File: config.mk
export PLATFORM = sky130hd
export DESIGN_NAME = suspend_wake_clock_sequencer
export DESIGN_NICKNAME = d
export VERILOG_FILES = /design/src/logic/wake_timer.v /design/src/logic/suspend_wake_clock_sequencer.v
export VERILOG_INCLUDE_DIRS = /design/src /design/src/inc
export SDC_FILE = /design/constraint.sdc
export NUM_CORES = 1
export LEC_CHECK = 0
export ABC_AREA = 1
export CAP_MARGIN = 10
export CORE_MARGIN = 2
export CORE_UTILIZATION = 30
export CTS_CLUSTER_DIAMETER = 30
export DETAILED_ROUTE_END_ITERATION = 8
export DONT_BUFFER_PORTS = 1
export REMOVE_ABC_BUFFERS = 1
export SYNTH_ARGS = -nofsm -noshare
export SYNTH_HDL_FRONTEND = slang
export SYNTH_SLANG_ARGS = --single-unit
File: constraint.sdc
create_clock -name clk -period 6.88 [get_ports clk]
set_clock_uncertainty 0.05 [all_clocks]
set_input_delay 1.376 -clock clk [delete_from_list [all_inputs] [get_ports clk]]
set_output_delay 1.376 -clock clk [all_outputs]
set_load 0.05 [all_outputs]
File: src/inc/wake_seq_map.vh
`ifndef WAKE_SEQ_MAP_VH
`define WAKE_SEQ_MAP_VH

// Clock rate in kHz (10 MHz)
`define CLK_KHZ              32'd10000
// Register byte offsets
`define REG_CLK_CFG          8'h00
`define REG_CTRL             8'h04
`define REG_STATUS           8'h08
`define REG_INT_STAT         8'h0C
`define REG_INT_MASK         8'h10
`define REG_WAKE_EN          8'h14
// Clock configuration fields
`define CFG_EXT_OSC_EN       0
`define CFG_LONG_DELAY       1
`define CFG_ADJ_LSB          4
`define CFG_ADJ_MSB          6
`define CFG_RESET            8'h00
// Control fields
`define CTRL_RUN             0
`define CTRL_SUSPEND         3
// Wake enable fields
`define WEN_GPIO             0
`define WEN_TIMER            1
`define WEN_SPI              2
// Interrupt status fields
`define IRQ_TIMER            0
`define IRQ_WOKE             1
`define IRQ_WIDTH            2
// Times as printed (ns / us)
`define T_INT_START_NS       2000
`define T_INT_TMO_US         8
`define T_SHORT_US           128
`define T_LONG_US            4000
`define T_WTMR_BASE_US       1000
// Cycle counts: least times round up
`define CYC_INT_START        ((`T_INT_START_NS * 10 + 999) / 1000)
`define CYC_INT_TMO          (`T_INT_TMO_US * 10)
`define CYC_SHORT            (`T_SHORT_US * 10)
`define CYC_LONG             (`T_LONG_US * 10)
`define CYC_WTMR_BASE        (`T_WTMR_BASE_US * 10)
// Oscillator stability: ticks counted before the clock is trusted
`define OSC_STABLE_CNT       16'd64
// Sequencer states
`define ST_RUN               3'd0
`define ST_SUSP              3'd1
`define ST_INT_START         3'd2
`define ST_INT_TMO           3'd3
`define ST_OSC_WAIT          3'd4
`define ST_EXT_TMO           3'd5

`endif

File: src/logic/wake_timer.v
`timescale 1ns/1ps
`include "wake_seq_map.vh"

// Periodic wake-up timer; runs only while enabled, count cleared when off
module wake_timer #(
    parameter BASE_CYC = 10000
) (
    // Clock and reset
    input  wire        clk,
    input  wire        reset_n,
    // Control
    input  wire        enable,
    input  wire [2:0]  adjust,
    // Event
    output reg         tick_q
);
    reg  [31:0] cnt_q;
    wire [31:0] limit;

    // Period grows with adjust: base times (adjust + 1)
    assign limit = BASE_CYC * ({29'd0, adjust} + 32'd1);

    // Disable clears the count so the next enable gives a full period
    always @(posedge clk or negedge reset_n) begin
        if (!reset_n) begin
            cnt_q  <= 32'd0;
            tick_q <= 1'b0;
        end else if (!enable) begin
            cnt_q  <= 32'd0;
            tick_q <= 1'b0;
        end else if (cnt_q >= limit - 32'd1) begin
            cnt_q  <= 32'd0;
            tick_q <= 1'b1;
        end else begin
            cnt_q  <= cnt_q + 32'd1;
            tick_q <= 1'b0;
        end
    end
endmodule

File: src/logic/suspend_wake_clock_sequencer.v
// Implementation choices: the AXI4-Lite register port and the address map.
`timescale 1ns/1ps
`include "wake_seq_map.vh"

// Summary of operation
// - On wake the clock source follows clock configuration bit 0: internal if 0, external if 1.
// - In internal wake mode the internal oscillator is started within 2 us of the wake event.
// - After the internal clock starts, an 8 us time-out passes before execution is allowed.
// - Setting the external enable while on internal clock stops clocks until the external oscillator is stable, then a 128 us or 4 ms delay.
// - In external wake mode the external oscillator starts on wake, is watched until stable, then the selected delay runs.
// - The wake-up timer runs exactly while its interrupt enable is set, regardless of suspend or global enable.
// - The enabled wake-up timer raises an interrupt at the end of each period, repeating until disabled.
// - Clearing the wake-up interrupt enable resets the count so a later enable yields a full period.
// - Wake-up period is selected by adjust bits in clock configuration, cleared by reset.
// - Suspend is left only on an enabled GPIO, wake-timer or SPI interrupt, or a low D- level.
// - After the wake delays the processor runs the next instruction before any pending interrupt.
module suspend_wake_clock_sequencer (
    // Clock and reset
    input  wire        clk,
    input  wire        reset_n,
    // AXI4-Lite write address
    input  wire [7:0]  s_axi_awaddr,
    input  wire        s_axi_awvalid,
    output reg         s_axi_awready,
    // AXI4-Lite write data
    input  wire [31:0] s_axi_wdata,
    input  wire [3:0]  s_axi_wstrb,
    input  wire        s_axi_wvalid,
    output reg         s_axi_wready,
    // AXI4-Lite write response
    output reg  [1:0]  s_axi_bresp,
    output reg         s_axi_bvalid,
    input  wire        s_axi_bready,
    // AXI4-Lite read address
    input  wire [7:0]  s_axi_araddr,
    input  wire        s_axi_arvalid,
    output reg         s_axi_arready,
    // AXI4-Lite read data
    output reg  [31:0] s_axi_rdata,
    output reg  [1:0]  s_axi_rresp,
    output reg         s_axi_rvalid,
    input  wire        s_axi_rready,
    // Wake sources
    input  wire        gpio_irq,
    input  wire        spi_irq,
    input  wire        dminus,
    input  wire        ext_osc_tick,
    // Clock control outputs
    output reg         int_osc_on_q,
    output reg         ext_osc_on_q,
    output reg         cpu_clk_en_q,
    output reg         clk_sel_ext_q,
    output reg         irq_hold_q,
    output reg         irq_q
);
    // Long resume delay and wake timer base in cycles; shorter values speed up runs
    parameter LONG_CYC = `CYC_LONG;
    parameter WTMR_CYC = `CYC_WTMR_BASE;

    // Software-visible registers
    reg  [7:0]  cfg_q;
    reg  [7:0]  ctrl_q;
    reg  [2:0]  wen_q;
    reg  [1:0]  ist_q;
    reg  [1:0]  imask_q;

    // Sequencer state, delay and stability counters
    reg  [2:0]  st_q;
    reg  [31:0] dly_q;
    reg  [15:0] stab_q;
    reg         cfg_ext_prev_q;

    // Write request held until both halves arrive
    reg  [7:0]  aw_addr_q;
    reg  [31:0] w_data_q;
    reg  [3:0]  w_strb_q;
    reg         aw_have_q;
    reg         w_have_q;

    // Wake request, write commit and delay select
    wire        tmr_tick;
    wire        wake;
    wire        do_write;
    wire        ext_sel;
    wire [31:0] ext_cyc;
    reg  [31:0] rd_mux;

    // Wake-up timer; its enable is the timer interrupt enable alone
    wake_timer #(
        .BASE_CYC (WTMR_CYC)
    ) u_wake_timer (
        .clk     (clk),
        .reset_n (reset_n),
        .enable  (wen_q[`WEN_TIMER]),
        .adjust  (cfg_q[`CFG_ADJ_MSB:`CFG_ADJ_LSB]),
        .tick_q  (tmr_tick)
    );

    // Only enabled interrupts or a low D- wake the part
    assign wake = (gpio_irq & wen_q[`WEN_GPIO]) | (tmr_tick & wen_q[`WEN_TIMER])
                | (spi_irq & wen_q[`WEN_SPI]) | ~dminus;
    assign ext_sel = cfg_q[`CFG_EXT_OSC_EN];
    assign ext_cyc = cfg_q[`CFG_LONG_DELAY] ? LONG_CYC : `CYC_SHORT;
    assign do_write = aw_have_q & w_have_q & ~s_axi_bvalid;

    // Write channel: address and data accepted in either order
    always @(posedge clk or negedge reset_n) begin
        if (!reset_n) begin
            s_axi_awready <= 1'b1;
            s_axi_wready  <= 1'b1;
            s_axi_bvalid  <= 1'b0;
            s_axi_bresp   <= 2'b00;
            aw_have_q     <= 1'b0;
            w_have_q      <= 1'b0;
            aw_addr_q     <= 8'h00;
            w_data_q      <= 32'h00000000;
            w_strb_q      <= 4'h0;
        end else begin
            // Address phase; awready stays low until the response is taken
            if (s_axi_awvalid && s_axi_awready) begin
                aw_addr_q     <= s_axi_awaddr;
                aw_have_q     <= 1'b1;
                s_axi_awready <= 1'b0;
            end

            // Data phase
            if (s_axi_wvalid && s_axi_wready) begin
                w_data_q     <= s_axi_wdata;
                w_strb_q     <= s_axi_wstrb;
                w_have_q     <= 1'b1;
                s_axi_wready <= 1'b0;
            end

            // Both halves in: commit and raise the response
            if (do_write) begin
                aw_have_q    <= 1'b0;
                w_have_q     <= 1'b0;
                s_axi_bvalid <= 1'b1;
                case (aw_addr_q)
                    `REG_CLK_CFG, `REG_CTRL, `REG_INT_STAT,
                    `REG_INT_MASK, `REG_WAKE_EN: s_axi_bresp <= 2'b00;
                    default:                     s_axi_bresp <= 2'b10;
                endcase
            end

            // Response taken: reopen both channels
            if (s_axi_bvalid && s_axi_bready) begin
                s_axi_bvalid  <= 1'b0;
                s_axi_awready <= 1'b1;
                s_axi_wready  <= 1'b1;
            end
        end
    end

    // Register file; hardware sets win over software clears
    always @(posedge clk or negedge reset_n) begin
        if (!reset_n) begin
            cfg_q   <= `CFG_RESET;
            ctrl_q  <= 8'h00;
            wen_q   <= 3'b000;
            ist_q   <= 2'b00;
            imask_q <= 2'b00;
        end else begin
            if (do_write && w_strb_q[0]) begin
                case (aw_addr_q)
                    `REG_CLK_CFG:  cfg_q   <= w_data_q[7:0];
                    `REG_CTRL:     ctrl_q  <= w_data_q[7:0];
                    `REG_INT_MASK: imask_q <= w_data_q[1:0];
                    `REG_WAKE_EN:  wen_q   <= w_data_q[2:0];
                    `REG_INT_STAT: ist_q   <= ist_q & ~w_data_q[1:0];
                    default:       ;
                endcase
            end

            // Event sets come after the write so a set beats a clear
            if (tmr_tick) begin
                ist_q[`IRQ_TIMER] <= 1'b1;
            end

            // Resume event on the last cycle of either time-out
            if (st_q != `ST_RUN && st_q != `ST_SUSP && dly_q == 32'd0 && stab_q == 16'd0
                && (st_q == `ST_INT_TMO || st_q == `ST_EXT_TMO)) begin
                ist_q[`IRQ_WOKE] <= 1'b1;
            end

            // Suspend bit self-clears as soon as a wake is taken in suspend
            if (st_q == `ST_SUSP && wake && ctrl_q[`CTRL_RUN]) begin
                ctrl_q[`CTRL_SUSPEND] <= 1'b0;
            end
        end
    end

    // Read channel: one read at a time, answer one cycle after acceptance
    always @* begin
        case (s_axi_araddr)
            `REG_CLK_CFG:  rd_mux = {24'h000000, cfg_q};
            `REG_CTRL:     rd_mux = {24'h000000, ctrl_q};
            `REG_STATUS:   rd_mux = {24'h000000, cpu_clk_en_q, clk_sel_ext_q,
                                     ext_osc_on_q, int_osc_on_q, 1'b0, st_q};
            `REG_INT_STAT: rd_mux = {30'h00000000, ist_q};
            `REG_INT_MASK: rd_mux = {30'h00000000, imask_q};
            `REG_WAKE_EN:  rd_mux = {29'h00000000, wen_q};
            default:       rd_mux = 32'h00000000;
        endcase
    end

    // Read data registered at acceptance; arready low until the data is taken
    always @(posedge clk or negedge reset_n) begin
        if (!reset_n) begin
            s_axi_arready <= 1'b1;
            s_axi_rvalid  <= 1'b0;
            s_axi_rdata   <= 32'h00000000;
            s_axi_rresp   <= 2'b00;
        end else if (s_axi_arvalid && s_axi_arready) begin
            s_axi_arready <= 1'b0;
            s_axi_rvalid  <= 1'b1;
            s_axi_rdata   <= rd_mux;
            // Unmapped offsets answer with a slave error and zero data
            case (s_axi_araddr)
                `REG_CLK_CFG, `REG_CTRL, `REG_STATUS, `REG_INT_STAT,
                `REG_INT_MASK, `REG_WAKE_EN: s_axi_rresp <= 2'b00;
                default:                     s_axi_rresp <= 2'b10;
            endcase
        end else if (s_axi_rvalid && s_axi_rready) begin
            s_axi_rvalid  <= 1'b0;
            s_axi_arready <= 1'b1;
        end
    end

    // Wake sequencer; the CPU clock is gated in every state but run
    always @(posedge clk or negedge reset_n) begin
        if (!reset_n) begin
            // Out of reset the processor runs on the internal oscillator
            st_q           <= `ST_RUN;
            dly_q          <= 32'd0;
            stab_q         <= 16'd0;
            cfg_ext_prev_q <= 1'b0;
            int_osc_on_q   <= 1'b1;
            ext_osc_on_q   <= 1'b0;
            cpu_clk_en_q   <= 1'b1;
            clk_sel_ext_q  <= 1'b0;
            irq_hold_q     <= 1'b0;
        end else begin
            // Edge detector on the external enable; its reset matches the bit's reset
            cfg_ext_prev_q <= ext_sel;
            case (st_q)
                // Running: enter suspend, or gate the clock for a source switch
                `ST_RUN: begin
                    if (ctrl_q[`CTRL_SUSPEND]) begin
                        st_q         <= `ST_SUSP;
                        cpu_clk_en_q <= 1'b0;
                        int_osc_on_q <= 1'b0;
                        ext_osc_on_q <= 1'b0;
                    end else if (ext_sel && !cfg_ext_prev_q && !clk_sel_ext_q) begin
                        st_q         <= `ST_OSC_WAIT;
                        cpu_clk_en_q <= 1'b0;
                        ext_osc_on_q <= 1'b1;
                        stab_q       <= 16'd0;
                    end
                end

                `ST_SUSP: begin
                    // A wake already present still passes through suspend
                    if (wake && ctrl_q[`CTRL_RUN]) begin
                        irq_hold_q <= 1'b1;
                        if (ext_sel) begin
                            st_q         <= `ST_OSC_WAIT;
                            ext_osc_on_q <= 1'b1;
                            stab_q       <= 16'd0;
                        end else begin
                            st_q  <= `ST_INT_START;
                            dly_q <= `CYC_INT_START - 1;
                        end
                    end
                end

                // Internal oscillator restart, well inside the start-up limit
                `ST_INT_START: begin
                    int_osc_on_q <= 1'b1;
                    if (dly_q == 32'd0 || int_osc_on_q) begin
                        st_q  <= `ST_INT_TMO;
                        dly_q <= `CYC_INT_TMO - 1;
                    end else begin
                        dly_q <= dly_q - 32'd1;
                    end
                end

                // Fixed settle time on the internal clock
                `ST_INT_TMO: begin
                    if (dly_q == 32'd0) begin
                        st_q          <= `ST_RUN;
                        clk_sel_ext_q <= 1'b0;
                        cpu_clk_en_q  <= 1'b1;
                    end else begin
                        dly_q <= dly_q - 32'd1;
                    end
                end

                `ST_OSC_WAIT: begin
                    // Stable once enough oscillator ticks have been counted
                    int_osc_on_q <= 1'b0;
                    if (stab_q == `OSC_STABLE_CNT) begin
                        st_q   <= `ST_EXT_TMO;
                        stab_q <= 16'd0;
                        dly_q  <= ext_cyc - 32'd1;
                    end else if (ext_osc_tick) begin
                        stab_q <= stab_q + 16'd1;
                    end
                end

                // Selected delay once the external oscillator is stable
                `ST_EXT_TMO: begin
                    if (dly_q == 32'd0) begin
                        st_q          <= `ST_RUN;
                        clk_sel_ext_q <= 1'b1;
                        cpu_clk_en_q  <= 1'b1;
                    end else begin
                        dly_q <= dly_q - 32'd1;
                    end
                end

                // Unused codes fall back to run
                default: begin
                    st_q <= `ST_RUN;
                end
            endcase

            // Hold interrupts one cycle past resume so the next instruction runs first
            if (st_q == `ST_RUN && cpu_clk_en_q) begin
                irq_hold_q <= 1'b0;
            end
        end
    end

    // Interrupt output
    always @(posedge clk or negedge reset_n) begin
        if (!reset_n) begin
            irq_q <= 1'b0;
        end else begin
            irq_q <= |(ist_q & imask_q);
        end
    end
endmodule

# Yosys cells after proc, flatten, opt, wreduce, memory -nomap -nowiden
# Cells that the tools add are included.
# word_totals
input_bits,63
register_bits,174
output_inout_bits,47
word_cells,214
# op_classes
magnitude_cmp,1
eq_ne,30
multipliers,1
muxes,66
n_addsub,6
n_bitwise,13
reduce_logical,65
# ops
cell,count
32-bit two-way mux,7
32-bit case mux with 4 select lines,1
16-bit two-way mux,7
32-bit by 1-bit subtractor with 32-bit output (second input constant),2
16-bit case mux with 3 select lines,1
8-bit case mux with 6 select lines,1
2-bit nonzero test,17
32-bit by 1-bit adder with 32-bit output (second input constant),1
8-bit by 5-bit equality test with 1-bit output (second input constant),4
32-bit greater-or-equal comparator,1
32-bit logical NOT,1
10-bit by 32-bit multiplier with 28-bit output (first input constant),1
1-bit two-way mux,31
8-bit by 4-bit equality test with 1-bit output (second input constant),3
3-bit two-way mux,7
2-bit AND reduction,9
16-bit by 1-bit subtractor with 17-bit output (second input constant),1
16-bit by 1-bit adder with 16-bit output (second input constant),1
16-bit by 7-bit equality test with 1-bit output (second input constant),1
8-bit by 3-bit equality test with 1-bit output (second input constant),2
1-bit logical AND,16
16-bit logical NOT,1
8-bit logical NOT,2
2-bit != test (second input constant),8
29 further kinds,56

# Depth between registers and ports, before layout
# Gate-level depths: netlist (run 1).
# depth
word_depth,8
ltp_mapped,25

# Modules after synthesis
# A second synthesis (run 1) with hierarchy kept.
# hier_totals
cells_unflattened,1435
hier_area_um2,10053.4
# modules_own_cells
module,instances,cells_per_inst,area_per_inst_um2,seq_area_each_um2
suspend_wake_clock_sequencer,1,956,6849.1,2884.0
wake_timer,1,479,3204.3,825.8

# Least setup slack after synthesis (run 1)
# Ideal clock, no wire load.
# synth_path
path_kind,register -> register
from,reg cfg_q[4]
to,reg u_wake_timer.cnt_q[9]
t_arrival_ns,4.654
slack_ns,2.049
t_required_ns,6.704
period_less_slack_ns,4.831
path_stages_with_launch,24
cell_sequence,dfrtp_1 -> ha_1 -> xnor2_1 -> inv_1 -> fa_1 -> inv_1 -> ha_1 -> inv_1 -> fa_1 -> nand3b_1 -> nand2_1 -> xor2_1 -> nand3_1 -> nor2_1 -> nand4_1 -> ha_1 -> nand2_1 -> nor2_1 -> nand2_1 -> nor4_1 -> nand2_1 -> nand3_1 -> buf_2 -> nor2_1
# synth_via
elab_chain_cells,6
# synth_rtl
element,line_no,rtl
"start, declared",suspend_wake_clock_sequencer.v:61,reg [7:0] cfg_q;
"start signal, assigned",suspend_wake_clock_sequencer.v:158,cfg_q <= `CFG_RESET;
"start signal, assigned",suspend_wake_clock_sequencer.v:166,`REG_CLK_CFG: cfg_q <= w_data_q[7:0];
3-bit by 1-bit adder with 4-bit output,wake_timer.v:21,"assign limit = BASE_CYC * ({29'd0, adjust} + 32'd1);"
10-bit by 32-bit multiplier with 28-bit output,wake_timer.v:21,
32-bit by 1-bit subtractor with 32-bit output,wake_timer.v:31,end else if (cnt_q >= limit - 32'd1) begin
32-bit greater-or-equal comparator,wake_timer.v:31,
32-bit two-way mux,wake_timer.v:31,
32-bit two-way mux,wake_timer.v:28,end else if (!enable) begin
"end signal, assigned",wake_timer.v:35,cnt_q <= cnt_q + 32'd1;
"end, declared",wake_timer.v:17,reg [31:0] cnt_q;
# Every way passes these cells.
# A chain may end at the register's enable or synchronous reset.

# Worst setup path after layout (run 1)
# Ends and elaborated chain as after synthesis.

==> results of run 1 <==
[cell usage after synthesis, types with 3 or more instances]
master | instances | share of area, %
nand4_1 | 33 | 2.1
nand3_1 | 87 | 4.5
fa_1 | 3 | 0.62
buf_4 | 29 | 2.2
o22ai_1 | 5 | 0.32
dfrtp_1 | 143 | 37
nand2_2 | 5 | 0.32
dfstp_2 | 5 | 1.3
inv_2 | 7 | 0.27
nand3_2 | 5 | 0.51
nor2_4 | 3 | 0.35
a21oi_1 | 30 | 1.5
nor2_1 | 156 | 6.0
ha_1 | 52 | 6.7
o21ai_0 | 80 | 4.1
clkbuf_1 | 8 | 0.31
nor4_1 | 3 | 0.19
nand3b_1 | 5 | 0.39
nor3_1 | 31 | 1.6
o31ai_1 | 8 | 0.62
inv_1 | 150 | 5.8
buf_2 | 9 | 0.46
nand2_1 | 368 | 14
xor2_1 | 43 | 3.9
o211ai_1 | 3 | 0.23
xnor2_1 | 23 | 2.1
[power by group through the flow]
| stage | logic, mW | clock network [mW] | registers (mW) |
|---|---|---|---|
| finish | 1.52 | 0.951 | 1.30 |
| global placement | 1.49 | 0 | 1.31 |
| CTS | 1.53 | 0.976 | 1.30 |
| floorplan | 1.17 | 0 | 1.26 |
| detailed placement | 1.52 | 0 | 1.32 |
| global route | 1.75 | 1.01 | 1.32 |
[cell families after synthesis]
family / Yosys count
other: 2
AO/OA/AOI/OAI: 139
flip-flops: 148
buffers and inverters: 208
AND/OR/NAND/NOR: 706
XOR/XNOR: 66
adder cells (fa/ha/maj): 55
[layer usage]
layer  global-route usage [%]  vias up  wire length [um]
li1                         -     4214                 -
met1                     18.8     3861             10900
met2                     23.9      170             10700
met3                     3.46       30              1340
met4                     4.51        0               542
met5                        0        -                 0
[worst max-delay path, stage by stage (launching register included)]
cell	delay [ns]
dfrtp_1	0.46
inv_1	0.25
ha_1	0.44
inv_1	0.17
fa_1	0.51
inv_1	0.04
ha_1	0.29
inv_1	0.06
fa_1	0.41
nand3b_1	0.16
nand2_1	0.11
xor2_1	0.22
nand3_1	0.10
nor2_1	0.26
nand4_1	0.22
ha_1	0.35
nand2_1	0.06
nor2_1	0.10
nand2_1	0.08
nor4_1	0.47
nand2_1	0.18
nand3_1	0.12
buf_4	0.33
nor2_1	0.09
[stage by stage]
stage	cells	hold slack (ns)	util, %
6_report	1778	0.392	33.7
5_1_grt	1778	0.395	33.7
4_1_cts	1778	0.384	33.7
3_5_place_dp	1746	0.368	31.8
3_3_place_gp	1746	0.368	31.8
2_1_floorplan	1308	0.345	-
[final cells by class]
type / instances / area share (%)
Clock buffer: 19 / 4.23
Clock inverter: 13 / 1.37
Inverter: 158 / 5.54
Multi-Input combinational cell: 1002 / 48.9
Sequential cell: 148 / 34.7
Tap cell: 435 / 5.09
Timing Repair Buffer: 3 / 0.210
[registers in the layout, indices dropped and copies added (netlist names), 2 cells and up]
name	count
s_axi_rdata	8
ctrl_q	8
stab_q	16
ist_q	2
u_wake_timer.cnt_q	32
imask_q	2
st_q	3
dly_q	32
aw_addr_q	8
w_data_q	8
cfg_q	8
wen_q	3
[worst min-delay path by stage]
stage	slack (ns)	depth (start not counted)	endpoint	from
2_1_floorplan	0.34	0	cfg_ext_prev_q$_DFF_PN0_	cfg_q[0]$_DFFE_PN0P_
3_3_place_gp	0.37	0	cfg_ext_prev_q$_DFF_PN0_	cfg_q[0]$_DFFE_PN0P_
3_5_place_dp	0.37	0	cfg_ext_prev_q$_DFF_PN0_	cfg_q[0]$_DFFE_PN0P_
4_1_cts	0.38	0	cfg_ext_prev_q$_DFF_PN0_	cfg_q[0]$_DFFE_PN0P_
5_1_grt	0.40	0	cfg_ext_prev_q$_DFF_PN0_	cfg_q[0]$_DFFE_PN0P_
6_report	0.39	0	cfg_ext_prev_q$_DFF_PN0_	cfg_q[0]$_DFFE_PN0P_
==> key figures, run 1 <==
Synthesis
  • Post-synthesis xor/xnor area fraction: 5.93%
  • Syn avg cell area: roughly 7.4 sq um
  • Async SR Flop Fraction: 100%
  • Top_reg_cell synth: dfrtp_1
  • Number of synthesized flops with an enable pin: 0
  • Compound-Gate Fraction of Synth Area: 7.90%
  • Yosys reg bits: 148
  • Simple-gate share of the synthesized area: a little under a third
  • Unique cell type count in the Yosys netlist: 48
  • Cell area after synthesis: 0.00974 sq mm
  • Post-synthesis adder-cell area fraction: around 7.3%
  • Main combinational cell family by area after synthesis: simple AND/OR/NAND/NOR gates
  • Synth Warn #: 0
  • Post-synthesis mux area share: 0%
  • Post-synthesis sequential area ratio: about two fifths
  • Cells after Synth: between 1000 and 1500

Pwr
  • Pwr Total: between 3 and 4 mW
  • Flop pwr share: 34.4%
  • P_sw: 1.73 mW
  • Net Sw Frac: a little under half
  • Pint: a little over 2 mW
  • Clock power share: between 20% and 30%
  • Gate power share: 40.4%
  • LEAKAGE: 5.29 nW
  • P per Cell Area: approximately 350 mW/mm^2
  • Worst VDD drop: ~0.27 mV

Global route
  • First-pass GRT wire length: 39700 um
  • Vias in the first global route: 7952
  • Initial antenna violation count: 0
  • GRT Resource Usage Total: roughly 15%
  • Congestion Overflow GR: 0
  • Largest net degree at the start of global routing: about 150

Clock tree
  • CTS H-Tree Depth: 4
  • Clk_lat worst skew: about 0.43 ns
  • Clk root buf: clkbuf_16
  • Post-CTS sizing: 0
  • Clock Path Buffers: 2
  • CTS clk-pin slew, worst paths: 0.07 ns
  • CTS Buf Count: 17
  • TritonCTS clock tree: built
  • TritonCTS sink count: between 100 and 150
  • Post-CTS setup buffer count: 0
  • Post-CTS Hold Fix Bufs: 0

Floorplan
  • Die width: approximately 180 um
  • Cell Rows: 65
  • Core box area: about 0.032 sq mm
  • Die area: about 0.034 sq mm
  • Starting Density: a little over 30%
  • Io pins: 110
  • Die span in y: between 150 and 200 um

Placement
  • Placement Cell Area: approximately 0.010 sq mm
  • DPL Wire Length: between 15000 and 20000 um
  • RePlAce Congestion: about 0.9
  • Worst slack, placed: about 1.1 ns
  • I/O Buffers: 0

Finish
  • Fill count: between 3000 and 4000
  • Nets: between 1000 and 1500
  • Layout area overhead: 9.85%
  • Multi-input logic area: about 0.0052 sq mm
  • Register area: about 0.0037 sq mm
  • Commonest non-fill, non-tap cell in the layout: nand2_1
  • Share of cells above drive strength 1: roughly 5%
  • Commonest cells after routing, fill and taps aside: nand2_1 (368), nor2_1 (156), inv_1 (150)
  • Ant diodes: 0
  • Final instance area: between 0.01 and 0.015 sq mm

STA
  • Final worst slack: between 1 and 1.5 ns
  • RSZ-0062 raised after global routing: no
  • Final setup fails: 0
  • Slew margin rel.: approximately a third
  • Endpoints failing hold: 0
  • Slew at the pin closest to its max-slew limit: 0.978 ns
  • Period minus WS final: between 5 and 6 ns
  • Fin Setup TNS: 0 ns
  • Crit share post-route: between 80% and 90%
  • Final max-slew violation count: 0
  • F_max: ~180 MHz

Flow run
  • Max_cap viols: 0

Critical path
  • Worst Reg2Reg Path Length in Cells: 23
  • CP Max Fanout: 32
  • Reg-to-Reg End: u_wake_timer.cnt_q[9]$_DFF_PN0_
  • Worst EP required: 7.13 ns
  • Worst setup path start: cfg_q[4]$_DFFE_PN0P_
  • Startpoint types: register
  • Setup crit end kind: register
  • CP Class: register to register
  • Critical Path AT: about 5.9 ns
  • Setup crit end: u_wake_timer.cnt_q[9]$_DFF_PN0_
  • R2r setup slk: around 1.2 ns
  • Reg2Reg Launch Point: cfg_q[4]$_DFFE_PN0P_

Drt
  • Final WL: between 20000 and 25000 um
  • DRT Pass-1 Iters: 5
  • DRT iter0 DRCs: about 460
  • Routed Antenna Nets: 0
  • Avg WL per Cell: 13.2 um
  • DRC errors left: 0
  • Vias: between 8000 and 9000
  • Vias per cell: approximately 4.7

Run status
  • Status: finished clean

Worst hold path
  • Hold Path Class: register to register
Power figures use the tool's default switching activity.
==> run 2: changes to the inputs <==
--- a/config.mk
+++ b/config.mk
@@ -6,7 +6,7 @@
 export SDC_FILE = /design/constraint.sdc
 export NUM_CORES = 1
 export LEC_CHECK = 0
-export ABC_AREA = 1
+export ABC_AREA = 0
 export CAP_MARGIN = 10
 export CORE_MARGIN = 2
 export CORE_UTILIZATION = 30
==> constraint.sdc (replaced) <==
create_clock -name clk -period 5.12 [get_ports clk]
set_clock_uncertainty 0.05 [all_clocks]
set_input_delay 1.024 -clock clk [delete_from_list [all_inputs] [get_ports clk]]
set_output_delay 1.024 -clock clk [all_outputs]
set_load 0.05 [all_outputs]
==> run 2 against run 1 <==
Against the previous run:
- design area grew 0.39%
- maximum frequency grew 17%
- synthesized cell count shrank 24%
- critical path depth shrank 1
- power grew 29%
- synthesized area shrank 3.1%
- combinational power grew 14%
- via count shrank 6.7%
- routed wire length grew 2.2%
- hold slack lost 0.15 ns
- cell count shrank 20%
- sequential power grew 37%
==> key figures, run 2 <==
Run status
  • Status: finished clean

Critical path
  • Reg2Reg Launch Point: cfg_q[4]$_DFFE_PN0P_
  • Critical Path AT: 5.12 ns (-0.82 ns)
  • Startpoint types: register
  • CP Max Fanout: 6 (-81%)
  • Buf/Inv on CP: 6 (+1)
  • Critical path cell sequence: buf_12, ha_4, xor2_4, fa_1, inv_1, ha_1, inv_1, fa_1, nor2b_1, o21a_1, o21ai_1, a221oi_4, o211ai_1, ha_1, nand4_1, nor4_2, buf_4, nand3_2, o2bb2ai_4, buf_12, clkbuf_16, nor3_1
  • CP max stage delay: 0.51 ns (about the same)
  • Delay-heaviest family, CP: adder cells
  • Worst setup path start: cfg_q[4]$_DFFE_PN0P_
  • Worst EP required: 5.38 ns (-1.75 ns)
  • Slowest CP cell: fa_1
  • CP Class: register to register
  • Setup crit end kind: register

Synthesis
  • Synth top cells by count: dfrtp_1 (143), nand2_1 (78), ha_1 (52), nor3_1 (52), nand3_1 (49)
  • Cell area after synthesis: 0.00944 sq mm (-3.1%)
  • Post-synthesis mux area share: 6.73% (+6.7 points)
  • Cell taking the most area after synthesis: dfrtp_1
  • Synth Warn #: 0 (unchanged)
  • Top-count cell post-synth: dfrtp_1
  • Syn avg cell area: 9.40 sq um (+28%)
  • Top_reg_cell synth: dfrtp_1
  • Post-synthesis adder-cell area fraction: 7.53% (+0.23 points)
  • Simple-gate share of the synthesized area: 21.8% (-9.4 points)
  • Main combinational cell family by area after synthesis: simple AND/OR/NAND/NOR gates
  • Number of synthesized flops with an enable pin: 0 (unchanged)
  • Async SR Flop Fraction: 100% (unchanged)
  • Yosys reg bits: 148 (unchanged)
  • Post-synthesis sequential area ratio: 39.3% (+1.2 points)
  • Compound-Gate Fraction of Synth Area: 14.8% (+6.9 points)
  • Cells after Synth: 1005 (-24%)
  • Post-synthesis xor/xnor area fraction: 3.90% (-2.0 points)
  • Ranking of synthesized cells by area: dfrtp_1 (38%), ha_1 (6.9%), mux2_2 (4.5%)
  • Unique cell type count in the Yosys netlist: 73 (+52%)
  • Area share of the largest cell type after synthesis: 37.9% (+1.2 points)

Clock tree
  • Clk_lat worst skew: 0.43 ns (about the same)
  • TritonCTS clock tree: built
  • CTS H-Tree Depth: 4 (unchanged)
  • Post-CTS Hold Fix Bufs: 0 (unchanged)
  • Clock Path Buffers: 2 (unchanged)
  • CTS clk-pin slew, worst paths: 0.07 ns (about the same)
  • Clk root buf: clkbuf_16
  • TritonCTS sink count: 148 (unchanged)
  • CTS Buf Count: 17 (unchanged)

Finish
  • Ant diodes: 0 (unchanged)
  • Final Non-Filler Cells: 1422 (-20%)
  • Commonest cells after routing, fill and taps aside: dfrtp_1 (141), nand2_1 (78), nor3_1 (52)
  • Share of cells above drive strength 1: 13.5% (+8.5 points)
  • Layout area overhead: 13.8%
  • Layout Utilization: 34.8% (+1.2 points)
  • Fill count: 3075 (-9.2%)
  • Final instance area: 0.0107 sq mm (+0.39%)
  • Multi-input logic area: 0.00543 sq mm (+3.7%)
  • Register area: 0.00371 sq mm (about the same)
  • Commonest non-fill, non-tap cell in the layout: dfrtp_1
  • Top flop regs: dly_q x32, u_wake_timer.cnt_q x32, stab_q x16
  • Nets: 1131 (-22%)

STA
  • Final setup fails: 0 (unchanged)
  • F_max: 206 MHz (+17%)
  • Period minus WS final: 4.86 ns (-0.833 ns)
  • Final max-slew violation count: 0 (unchanged)
  • Slew margin rel.: 34.6% (+0.43 points)
  • WHS: 0.245 ns (-0.146 ns)
  • Fin Setup TNS: 0 ns (unchanged)
  • Final worst slack: 0.260 ns (-0.927 ns)
  • Slew at the pin closest to its max-slew limit: 0.977 ns (-0.00105 ns)
  • Crit share post-route: 94.9% (+12 points)
  • Endpoints failing hold: 0 (unchanged)

Placement
  • Placed insts: 1381 (-21%)
  • DPL Wire Length: 16200 um (-7.7%)
  • Worst slack, placed: -0.0171 ns (-1.17 ns)
  • Placement Cell Area: 0.00986 sq mm (-2.4%)
  • I/O Buffers: 0 (unchanged)
  • RePlAce Congestion: 0.856 (-4.6%)

Floorplan
  • Die span in y: 181 um (-1.5%)
  • Starting Density: 30.6% (about the same)
  • Cell Rows: 64 (-1.5%)
  • Io pins: 110 (unchanged)
  • Die area: 0.0329 sq mm (-3.0%)
  • Core box area: 0.0308 sq mm (-3.0%)
  • Die width: 181 um (-1.5%)

Drt
  • Routed Antenna Nets: 0 (unchanged)
  • DRT Pass-1 Iters: 5 (unchanged)
  • Vias: 7720 (-6.7%)
  • DRC errors left: 0 (unchanged)
  • Vias per cell: 5.43 (+17%)
  • Final WL: 24000 um (+2.2%)
  • Avg WL per Cell: 16.9 um (+28%)
  • DRT iter0 DRCs: 477 (+3.5%)

Worst hold path
  • Hold Path Class: input port to async pin

Global route
  • GRT Resource Usage Total: 14.5% (-0.041 points)
  • Initial antenna violation count: 0 (unchanged)
  • Vias in the first global route: 7324 (-7.9%)
  • First-pass GRT wire length: 38500 um (-2.9%)
  • Largest net degree at the start of global routing: 149 (unchanged)
  • Congestion Overflow GR: 0 (unchanged)

Flow run
  • Max_cap viols: 0 (unchanged)

Pwr
  • P per Cell Area: 453 mW/mm^2 (+28%)
  • Worst VDD drop: 0.274 mV (+2.1%)
  • Pwr Total: 4.86 mW (+29%)
  • LEAKAGE: 4.38 nW (-17%)
run 2: cell type report:
type	count	area share, %
clock buffers	18	4.09
repair buffers	28	2.85
clock inverters	14	1.76
multi-input cells	771	50.5
flip-flops and latches	148	34.6
well taps	396	4.61
inverters	47	1.64
run 2: final timing paths:
kind	to	slack, ns	cells past startpoint
worst min register to register	aw_addr_q[6]$_DFFE_PN0P_	0.45	1
worst min-delay path	u_wake_timer.cnt_q[21]$_DFF_PN0_	0.25	0
worst max-delay path	u_wake_timer.cnt_q[2]$_DFF_PN0_	0.26	22
worst max register to register	u_wake_timer.cnt_q[2]$_DFF_PN0_	0.26	22
min in group clk	aw_addr_q[6]$_DFFE_PN0P_	0.45	1
max in group asynchronous	s_axi_arready$_DFFE_PN1P_	4.52	0
run 2: routing by layer:
metal	GRT usage, %	wire, um	vias up
met5	0	0	-
met2	21.3	10500	204
met1	20.6	11700	3772
met4	4.72	476	0
li1	-	-	3709
met3	3.77	1390	35
run 2: cell families (layout without fill, tap and decap cells):
| kind of cell | Yosys count | count (layout) |
|---|---|---|
| DFF | 148 | 148 |
| AOI/OAI and AO/OA | 208 | 208 |
| adders and majority gates | 55 | 55 |
| buffers and inverters | 120 | 107 |
| other | 2 | 36 |
| xor gates and xnor gates | 42 | 42 |
| muxes | 56 | 56 |
| and+or+nand+nor | 374 | 374 |
run 2: report_power, final:
| group | switching [mW] | internal (mW) |
|---|---|---|
| sequential | 0.385 | 1.39 |
| clock | 0.561 | 0.796 |
| combinational | 1.10 | 0.634 |
| total | 2.04 | 2.82 |
run 2: timing repair:
item | in CTS | in global routing
cloned | 0 | 4
pin swaps | 0 | 8
resized for setup | 1 | 21
setup buffers | 0 | 5
setup endpoints to repair | 33 | 33
hold endpoints to repair | 0 | 0
